`src/inc/lsp_regs.svh`:
```
// Constants of the legacy serial slave link and its master end.
// Assumes a 10 MHz ref_clk; included by the slave and master modules.
// Function
// - Master opens with start one, direction, address
// - Direction one reads, zero writes
// - Address set: status read, write ignored
// - Decode direction and address into four operations
// - One byte takes twelve clocks
// - One byte per transfer, MSB first
// - Trailing status bit: zero good, one retry
// - All pins launched and sampled on rising
// - Select stays high for whole transfer
// - Select low one clock after data transfers
// - Start is MOSI and select high
// - Read shifts transmit byte, then status bit
// - Read status zero pops, one means stale
// - Status bit holds one clock only
// - Read ends after twelve clocks, restart allowed
// - Write status follows the eighth data bit
// - Write status zero accepted, one dropped
// - Master checks status, repeats rejected writes; lsp_master only reports the status, the user repeats
// - Master polls transmit buffer with reads
// - Status byte layout: flags and enables
// - Status read trailing bit always zero
`ifndef LSP_REGS_SVH
`define LSP_REGS_SVH

`define LSP_CLK_PERIOD_NS   100
`define LSP_SCLK_PERIOD_NS  800
`define LSP_SCLK_HALF       ((`LSP_SCLK_PERIOD_NS / `LSP_CLK_PERIOD_NS) / 2)
`define LSP_LAUNCH_DLY      2
`define LSP_EDGE_RW         1
`define LSP_EDGE_ADDR       2
`define LSP_EDGE_DATA_FIRST 3
`define LSP_EDGE_DATA_LAST  10
`define LSP_EDGE_STATUS     11
`define LSP_XFER_EDGES      12
`define LSP_ST_RXF          0
`define LSP_ST_TXE          1
`define LSP_ST_RXIE         4
`define LSP_ST_TXIE         5
`define LSP_ST_RESET        8'h00

`endif

```
`src/inc/lsp_pkg.sv`:
```
// Types shared by both ends of the legacy serial link.
// Assumes nothing beyond a SystemVerilog compiler.
package lsp_pkg;
	typedef logic [7:0] lsp_byte_t;
	typedef enum logic [1:0] {LSP_S_IDLE, LSP_S_SETUP, LSP_S_XFER} lsp_slv_state_t;
	typedef enum logic [1:0] {LSP_M_IDLE, LSP_M_RUN, LSP_M_GAP} lsp_mst_state_t;
endpackage

```
`src/inc/lsp_if.sv`:
```
// Four-wire link between the master end and the slave end.
// Assumes the bench joins both ends through one instance.
interface lsp_if;
	logic sclk;
	logic ss;
	logic mosi;
	logic miso;
	modport dev (input sclk, input ss, input mosi, output miso);
	modport host (output sclk, output ss, output mosi, input miso);
endinterface

```
`src/core/lsp_slave.sv`:
```
// Slave end of the legacy serial link, plus a two-entry stream buffer.
// Assumes the link pins come from another domain; user streams run on ref_clk.
`include "lsp_regs.svh"

////////////////////////////////////////////////////////////////////////////////
module lsp_buf2 #(
	parameter int W = 8
) (
	// Clock and reset
	input  wire logic         ref_clk,
	input  wire logic         rst_n,
	// Fill side
	input  wire logic [W-1:0] in_data,
	input  wire logic         in_valid,
	output logic              in_ready,
	// Drain side
	output logic [W-1:0]      out_data,
	output logic              out_valid,
	input  wire logic         out_ready
);
	logic [W-1:0] spare_reg;
	logic         spare_valid_reg;
	logic         push;
	logic         pop;

	assign push = in_valid & in_ready;
	assign pop  = out_valid & out_ready;

	always_ff @(posedge ref_clk) begin
		if (!rst_n) begin
			out_data        <= '0;
			out_valid       <= 1'b0;
			spare_reg       <= '0;
			spare_valid_reg <= 1'b0;
			in_ready        <= 1'b0;
		end else begin
			if (pop) begin
				if (spare_valid_reg) begin
					out_data        <= spare_reg;
					out_valid       <= 1'b1;
					spare_reg       <= in_data;
					spare_valid_reg <= push;
				end else begin
					out_data  <= in_data;
					out_valid <= push;
				end
			end else if (push) begin
				if (!out_valid) begin
					out_data  <= in_data;
					out_valid <= 1'b1;
				end else begin
					spare_reg       <= in_data;
					spare_valid_reg <= 1'b1;
				end
			end
			// Full when both entries hold data after this cycle
			in_ready <= !((out_valid | push) & (spare_valid_reg | (push & out_valid & !pop))
				& !(pop & !push & spare_valid_reg) | (spare_valid_reg & !pop));
		end
	end
endmodule

////////////////////////////////////////////////////////////////////////////////
module lsp_slave (
	// Clock and reset
	input  wire logic               ref_clk,
	input  wire logic               rst_n,
	// Link
	lsp_if.dev                      link,
	// Transmit stream from user
	input  wire lsp_pkg::lsp_byte_t tx_data,
	input  wire logic               tx_valid,
	output logic                    tx_ready,
	// Receive stream to user
	output lsp_pkg::lsp_byte_t      rx_data,
	output logic                    rx_valid,
	input  wire logic               rx_ready,
	// Status
	input  wire logic               rx_full_irq_enable,
	input  wire logic               tx_empty_irq_enable,
	output logic                    rx_buffer_full_flag,
	output logic                    tx_buffer_empty_flag
);
	import lsp_pkg::*;

	lsp_slv_state_t state_reg;
	logic [2:0]     sclk_sync_reg;
	logic [1:0]     ss_sync_reg;
	logic [1:0]     mosi_sync_reg;
	logic           sclk_rise;
	logic           ss_s;
	logic           mosi_s;
	logic           abandon;
	logic [3:0]     edge_reg;
	logic           rw_reg;
	logic           addr_reg;
	logic           stale_reg;
	logic           miso_reg;
	logic           status_reg;
	lsp_byte_t      shift_reg;
	lsp_byte_t      status_byte;
	lsp_byte_t      load_byte;
	lsp_byte_t      tx_head;
	logic           tx_head_valid;
	logic           tx_pop_reg;
	logic           rx_room;
	logic           rx_push_reg;

	function automatic logic edge_is(input logic [3:0] e, input int n);
		return e == 4'(n);
	endfunction

	////////////////////////////////////////////////////////////////////////////
	// Link synchronisers
	always_ff @(posedge ref_clk) begin
		if (!rst_n) begin
			sclk_sync_reg <= 3'h0;
			ss_sync_reg   <= 2'h0;
			mosi_sync_reg <= 2'h0;
		end else begin
			sclk_sync_reg <= {sclk_sync_reg[1:0], link.sclk};
			ss_sync_reg   <= {ss_sync_reg[0], link.ss};
			mosi_sync_reg <= {mosi_sync_reg[0], link.mosi};
		end
	end

	assign sclk_rise = sclk_sync_reg[1] & ~sclk_sync_reg[2];
	assign ss_s      = ss_sync_reg[1];
	assign mosi_s    = mosi_sync_reg[1];
	assign abandon   = (state_reg != LSP_S_IDLE) & !ss_s;

	////////////////////////////////////////////////////////////////////////////
	// Status byte and first byte of the data phase
	always_comb begin
		status_byte                = `LSP_ST_RESET;
		status_byte[`LSP_ST_RXF]  = !rx_room;
		status_byte[`LSP_ST_TXE]  = !tx_head_valid;
		status_byte[`LSP_ST_RXIE] = rx_full_irq_enable;
		status_byte[`LSP_ST_TXIE] = tx_empty_irq_enable;
		load_byte                  = mosi_s ? status_byte : tx_head;
	end

	////////////////////////////////////////////////////////////////////////////
	// Sequence control
	always_ff @(posedge ref_clk) begin
		if (!rst_n) begin
			state_reg <= LSP_S_IDLE;
			edge_reg  <= 4'h0;
			rw_reg    <= 1'b0;
			addr_reg  <= 1'b0;
		end else if (abandon) begin
			state_reg <= LSP_S_IDLE;
		end else if (sclk_rise) begin
			case (state_reg)
				LSP_S_IDLE: begin
					if (ss_s & mosi_s) begin
						state_reg <= LSP_S_SETUP;
						edge_reg  <= 4'h1;
					end
				end
				LSP_S_SETUP: begin
					edge_reg <= edge_reg + 4'h1;
					if (edge_is(edge_reg, `LSP_EDGE_RW)) begin
						rw_reg <= mosi_s;
					end else begin
						addr_reg  <= mosi_s;
						state_reg <= LSP_S_XFER;
					end
				end
				LSP_S_XFER: begin
					edge_reg <= edge_reg + 4'h1;
					if (edge_is(edge_reg, `LSP_EDGE_STATUS)) begin
						state_reg <= LSP_S_IDLE;
					end
				end
				default: state_reg <= LSP_S_IDLE;
			endcase
		end
	end

	////////////////////////////////////////////////////////////////////////////
	// Data shifting and status bit
	always_ff @(posedge ref_clk) begin
		if (!rst_n) begin
			shift_reg  <= 8'h00;
			miso_reg   <= 1'b0;
			stale_reg  <= 1'b0;
			status_reg <= 1'b0;
		end else if (abandon) begin
			miso_reg <= 1'b0;
		end else if (sclk_rise) begin
			if (state_reg == LSP_S_SETUP && edge_is(edge_reg, `LSP_EDGE_ADDR)) begin
				shift_reg <= load_byte;
				stale_reg <= !mosi_s & !tx_head_valid;
				miso_reg  <= rw_reg & load_byte[7];
			end else if (state_reg == LSP_S_XFER && edge_reg < 4'(`LSP_EDGE_DATA_LAST)) begin
				shift_reg <= {shift_reg[6:0], mosi_s};
				miso_reg  <= rw_reg & shift_reg[6];
			end else if (state_reg == LSP_S_XFER && edge_is(edge_reg, `LSP_EDGE_DATA_LAST)) begin
				// Last data bit in; status must stand before the twelfth edge
				shift_reg <= {shift_reg[6:0], mosi_s};
				// Read: stale flag, status read always zero; write: room test, address set always one
				if (rw_reg) begin
					status_reg <= !addr_reg & stale_reg;
					miso_reg   <= !addr_reg & stale_reg;
				end else begin
					status_reg <= addr_reg | !rx_room;
					miso_reg   <= addr_reg | !rx_room;
				end
			end else begin
				miso_reg <= 1'b0;
			end
		end
	end

	assign link.miso = miso_reg;

	////////////////////////////////////////////////////////////////////////////
	// Commit on the twelfth edge while select is still high
	always_ff @(posedge ref_clk) begin
		if (!rst_n) begin
			tx_pop_reg  <= 1'b0;
			rx_push_reg <= 1'b0;
		end else begin
			tx_pop_reg <= sclk_rise & ss_s & (state_reg == LSP_S_XFER)
				& edge_is(edge_reg, `LSP_EDGE_STATUS) & rw_reg & !addr_reg & !status_reg;
			rx_push_reg <= sclk_rise & ss_s & (state_reg == LSP_S_XFER)
				& edge_is(edge_reg, `LSP_EDGE_STATUS) & !rw_reg & !addr_reg & !status_reg;
		end
	end

	always_ff @(posedge ref_clk) begin
		if (!rst_n) begin
			rx_buffer_full_flag  <= 1'b0;
			tx_buffer_empty_flag <= 1'b1;
		end else begin
			rx_buffer_full_flag  <= !rx_room;
			tx_buffer_empty_flag <= !tx_head_valid;
		end
	end

	////////////////////////////////////////////////////////////////////////////
	// Buffers
	lsp_buf2 #(.W(8)) u_tx_buf (
		.ref_clk   (ref_clk),
		.rst_n     (rst_n),
		.in_data   (tx_data),
		.in_valid  (tx_valid),
		.in_ready  (tx_ready),
		.out_data  (tx_head),
		.out_valid (tx_head_valid),
		.out_ready (tx_pop_reg)
	);

	lsp_buf2 #(.W(8)) u_rx_buf (
		.ref_clk   (ref_clk),
		.rst_n     (rst_n),
		.in_data   (shift_reg),
		.in_valid  (rx_push_reg),
		.in_ready  (rx_room),
		.out_data  (rx_data),
		.out_valid (rx_valid),
		.out_ready (rx_ready)
	);
endmodule

```
`src/flat_wrapper.sv`:
```
// flat-port wrapper written by rule: the top's interface ports become plain ports
module lsp_slave_flat import lsp_pkg::*;
  (ref_clk, rst_n, tx_data, tx_valid, tx_ready, rx_data, rx_valid, rx_ready, rx_full_irq_enable, tx_empty_irq_enable, rx_buffer_full_flag, tx_buffer_empty_flag, link_sclk, link_ss, link_mosi, link_miso);
  lsp_if link_i ();
  input  wire logic ref_clk;
  input  wire logic rst_n;
  input  wire lsp_pkg::lsp_byte_t tx_data;
  input  wire logic tx_valid;
  output logic tx_ready;
  output lsp_pkg::lsp_byte_t rx_data;
  output logic rx_valid;
  input  wire logic rx_ready;
  input  wire logic rx_full_irq_enable;
  input  wire logic tx_empty_irq_enable;
  output logic rx_buffer_full_flag;
  output logic tx_buffer_empty_flag;
  input wire logic [$bits(link_i.sclk)-1:0] link_sclk;
  input wire logic [$bits(link_i.ss)-1:0] link_ss;
  input wire logic [$bits(link_i.mosi)-1:0] link_mosi;
  output wire logic [$bits(link_i.miso)-1:0] link_miso;
  assign link_i.sclk = link_sclk;
  assign link_i.ss = link_ss;
  assign link_i.mosi = link_mosi;
  assign link_miso = link_i.miso;
  lsp_slave u_core (.ref_clk(ref_clk), .rst_n(rst_n), .link(link_i), .tx_data(tx_data), .tx_valid(tx_valid), .tx_ready(tx_ready), .rx_data(rx_data), .rx_valid(rx_valid), .rx_ready(rx_ready), .rx_full_irq_enable(rx_full_irq_enable), .tx_empty_irq_enable(tx_empty_irq_enable), .rx_buffer_full_flag(rx_buffer_full_flag), .tx_buffer_empty_flag(tx_buffer_empty_flag));
endmodule
```
`config.mk`:
```
export PLATFORM = sky130hd
export DESIGN_NAME = lsp_slave_flat
export DESIGN_NICKNAME = d
export VERILOG_FILES = /design/src/inc/lsp_pkg.sv /design/src/inc/lsp_if.sv /design/src/core/lsp_slave.sv /design/src/flat_wrapper.sv
export VERILOG_INCLUDE_DIRS = /design/src /design/src/inc
export SDC_FILE = /design/constraint.sdc
export NUM_CORES = 1
export LEC_CHECK = 0
export BUFFER_PORTS_ARGS = -buffer_cell sky130_fd_sc_hd__buf_2
export CAP_MARGIN = 15
export CORE_MARGIN = 5
export CORE_UTILIZATION = 55
export CTS_CLUSTER_SIZE = 8
export DETAILED_ROUTE_END_ITERATION = 6
export GPL_ROUTABILITY_DRIVEN = 0
export PLACE_DENSITY = 0.79
export SYNTH_ARGS = -nofsm -noshare
export SYNTH_HDL_FRONTEND = slang
export SYNTH_SLANG_ARGS = --single-unit
```
`constraint.sdc`:
```
create_clock -name ref_clk -period 5.5 [get_ports ref_clk]
set_input_delay 0.275 -clock ref_clk [delete_from_list [all_inputs] [get_ports ref_clk]]
set_output_delay 0.275 -clock ref_clk [all_outputs]
set_load 0.05 [all_outputs]
```
==> flow_summary_export.csv <==
group,metric,value,unit
worst_hold_path,min_delay_path_depth,2,
setup_path,r2r_cells,6,
timing,period_share,35.2,%
setup_path,r2r-start,"u_core.state_reg[0]$_SDFFE_PP0P_",
route,avgRoutedWirePerCell,12.6,µm
global_routing,grt_max_degree,46,
global_routing,grt_pass1_wl,9260,µm
flow_run,cap_violations,0,
floorplan,ios,30,
clocking,numCtsBuffers,9,
finish,fillers,458,
finish,syn2layout_area_growth,13.7,%
setup_path,reg2reg_to,"u_core.state_reg[1]$_SDFFE_PP0P_",
logic_synthesis,synth_nets,346,
logic_synthesis,yosysUniqueCellTypes,49,
finish,nNetsFinal,371,
logic_synthesis,synthCells,321,
finish,finalInstanceArea,3540,µm²
setup_path,rrSetupSlack,3.56,ns
clocking,path_clk_slew,0.07,ns
worst_hold_path,min_path_type,"input port to flip-flop",
worst_hold_path,min_to,"u_core.ss_sync_reg[0]$_SDFF_PN0_",
floorplan,core,5510,µm²
finish,antenna_cells,0,
timing,setup_tns,0,ns
clocking,insertion_delay,0.34,ns
power,vdd_drop_max,0.236,mV
clocking,tritoncts,"yes",
finish,multiInputGateArea,1630,µm²
route,drt_first_pass_iters,4,
clocking,htreeDepth,3,
setup_path,path_class,"flip-flop to flip-flop",
worst_hold_path,min_from,"link_ss",
timing,finalHoldViolCount,0,
placement,dpl.hpwl,3820,µm
route,drt-total-wl,5330,µm
setup_path,path_buf_inv,1,
timing,max_freq,516,MHz
route,drc,0,
floorplan,chipHeight,85.2,µm
power,power_leakage,1.48,nW
logic_synthesis,synth_warnings,0,
logic_synthesis,ys_ff_latch,68,
timing,skew,0.00999,ns
clocking,postCtsResizedCells,0,
placement,portBuffers,29,
timing,rsz0062_at_grt,"false",
power,power.density,317,nW/µm²
global_routing,antenna_found_initial,0,
timing,hold_slack,0.145,ns
global_routing,first_global_vias,2101,
finish,final-seq-area,1360,µm²
clocking,clock-root-buffer,"clkbuf_8",
placement,placed_cell_area,3270,µm²
timing,final.min_clock_period,1.94,ns
route,vias_per_cell,5.36,
setup_path,end_kind,"flip-flop",
route,drt_first_iter_violations,85,
route,ant_nets,0,
clocking,clock_path_buffers,2,
setup_path,arrival,2.17,ns
timing,finalSetupViolCount,0,
finish,drive_gt1_share,16.0,%
setup_path,cp.required,5.73,ns
setup_path,worstPathMaxFanout,5,
clocking,hold_buffers,0,
logic_synthesis,synth_ff_type,"dfxtp_1",
timing,slew_viol_final,0,
global_routing,grt_usage,15.7,%
logic_synthesis,syn_area,3110,µm²
floorplan,dieWidth,85.2,µm
floorplan,initial_core_util,56.6,%
logic_synthesis,syn-mean-instance-area,9.70,µm²
setup_path,cp-start-kind,"flip-flop",
global_routing,grt-ovfl-total,0,
floorplan,fp-row-count,27,
logic_synthesis,async_flop_share,0,%
setup_path,cp_top_family,"compound AO/OA/AOI/OAI gates",
setup_path,path_cells,"inv_1, ha_1, a21boi_1, a2111oi_4, mux2_1, and3_1",
route,num_vias,2269,
clocking,cts_setup_buffers,0,
floorplan,design.die.area,7270,µm²
run_status,run_status,"completed",
timing,tightestPinTransition,0.946,ns
setup_path,slowest_delay,0.41,ns
logic_synthesis,synth_edf_count,0,
clocking,cts_sinks,68,
timing,relSlewSlack,36.5,%
logic_synthesis,synth-seq-area-share,43.7,%
setup_path,critPathSlowestCell,"dfxtp_1",
## cells in the final DEF (no fill, tap or decap), types with 2 or more instances in the layout
cell type / netlist / final
a21oi_1: 6 / 6
nor2b_1: 8 / 8
and3b_1: 4 / 4
mux2i_1: 47 / 47
nor2_1: 44 / 44
a22oi_1: 2 / 2
o21ai_0: 7 / 7
buf_2: 6 / 29
ha_1: 8 / 8
clkinv_4: 0 / 2
and2_1: 11 / 11
bufinv_16: 0 / 4
a211oi_1: 16 / 16
clkbuf_8: 0 / 9
nand4_1: 4 / 4
nand3_1: 4 / 4
nand2b_1: 7 / 7
a21boi_0: 2 / 2
a31oi_1: 2 / 2
dfxtp_1: 68 / 68
buf_4: 0 / 2
nand2_1: 19 / 19
and4bb_1: 2 / 2
nand3b_1: 3 / 3
and3_1: 4 / 4
o211ai_1: 4 / 4
inv_1: 8 / 8
## cells in the mapped netlist, types with 6 or more instances
cell | number | area (µm²)
nor2_1 | 44 | 165
and2_1 | 11 | 68.8
buf_2 | 6 | 30.0
inv_1 | 8 | 30.0
clkbuf_1 | 8 | 30.0
a211oi_1 | 16 | 120
ha_1 | 8 | 100
mux2i_1 | 47 | 470
nand2b_1 | 7 | 43.8
a21oi_1 | 6 | 30.0
dfxtp_1 | 68 | 1360
o21ai_0 | 7 | 35.0
nand2_1 | 19 | 71.3
nor2b_1 | 8 | 50.1
## final cells by class
cell class / count / share of cell area, %
clock inverters: 7 / 4.13
clock buffers: 9 / 3.50
multi-input cells: 227 / 45.9
inverters: 9 / 0.954
repair buffers: 31 / 4.52
flip-flops and latches: 68 / 38.4
well taps: 72 / 2.54
## worst register-to-register path, cell delays in order, from the launching register on
cell       delay (ns)
dfxtp_1          0.41
inv_1            0.09
ha_1             0.23
a21boi_1         0.16
a2111oi_4        0.41
mux2_1           0.35
and3_1           0.18
## metrics by stage
step | utilization [%] | cells | worst slack, ns | total power [W]
after global routing | 64.3 | 423 | 3.45 | 0.00117
after floorplan | - | 321 | 3.72 | 0.000577
after CTS | 64.3 | 423 | 3.56 | 0.00113
after detailed placement | 59.4 | 407 | 3.57 | 0.000593
final | 64.3 | 423 | 3.56 | 0.00112
after global placement | 59.4 | 407 | 3.64 | 0.000592
## cells by family (layout without fill, tap and decap cells)
group / count (synthesis) / in the layout / synth area share [%]
buffers and inverters: 26 / 56 / 4.10
and+or+nand+nor: 121 / 121 / 21.5
DFF: 68 / 68 / 43.7
AOI/OAI and AO/OA: 50 / 50 / 12.0
muxes: 48 / 48 / 15.5
adders and majority gates: 8 / 8 / 3.21
## report_power, final
part	internal [W]	switching, W
Clock	0.000350	0.000189
Sequential	0.000508	0.0000114
Combinational	0.0000237	0.0000391
Total	0.000881	0.000240
## per-layer routing
layer  routed length (µm)  up-vias  global-route usage (%)
li1                     -     1182                       -
met1                 2580     1022                    18.9
met2                 2330       51                    24.9
met3                  278       14                    3.88
met4                  135        0                    9.64
met5                    0        -                       0
## worst max-delay path by stage
stage / from / end / slack [ns] / cells past startpoint
6_report: u_core.state_reg[0]$_SDFFE_PP0P_ / u_core.state_reg[1]$_SDFFE_PP0P_ / 3.56 / 6
5_1_grt: u_core.state_reg[0]$_SDFFE_PP0P_ / u_core.state_reg[1]$_SDFFE_PP0P_ / 3.45 / 6
4_1_cts: u_core.state_reg[0]$_SDFFE_PP0P_ / u_core.state_reg[1]$_SDFFE_PP0P_ / 3.56 / 6
3_5_place_dp: u_core.state_reg[0]$_SDFFE_PP0P_ / u_core.state_reg[1]$_SDFFE_PP0P_ / 3.57 / 6
3_3_place_gp: u_core.state_reg[0]$_SDFFE_PP0P_ / u_core.state_reg[1]$_SDFFE_PP0P_ / 3.64 / 6
2_1_floorplan: u_core.state_reg[0]$_SDFFE_PP0P_ / u_core.state_reg[1]$_SDFFE_PP0P_ / 3.72 / 6
No activity file was read; power rests on OpenSTA's default activity.
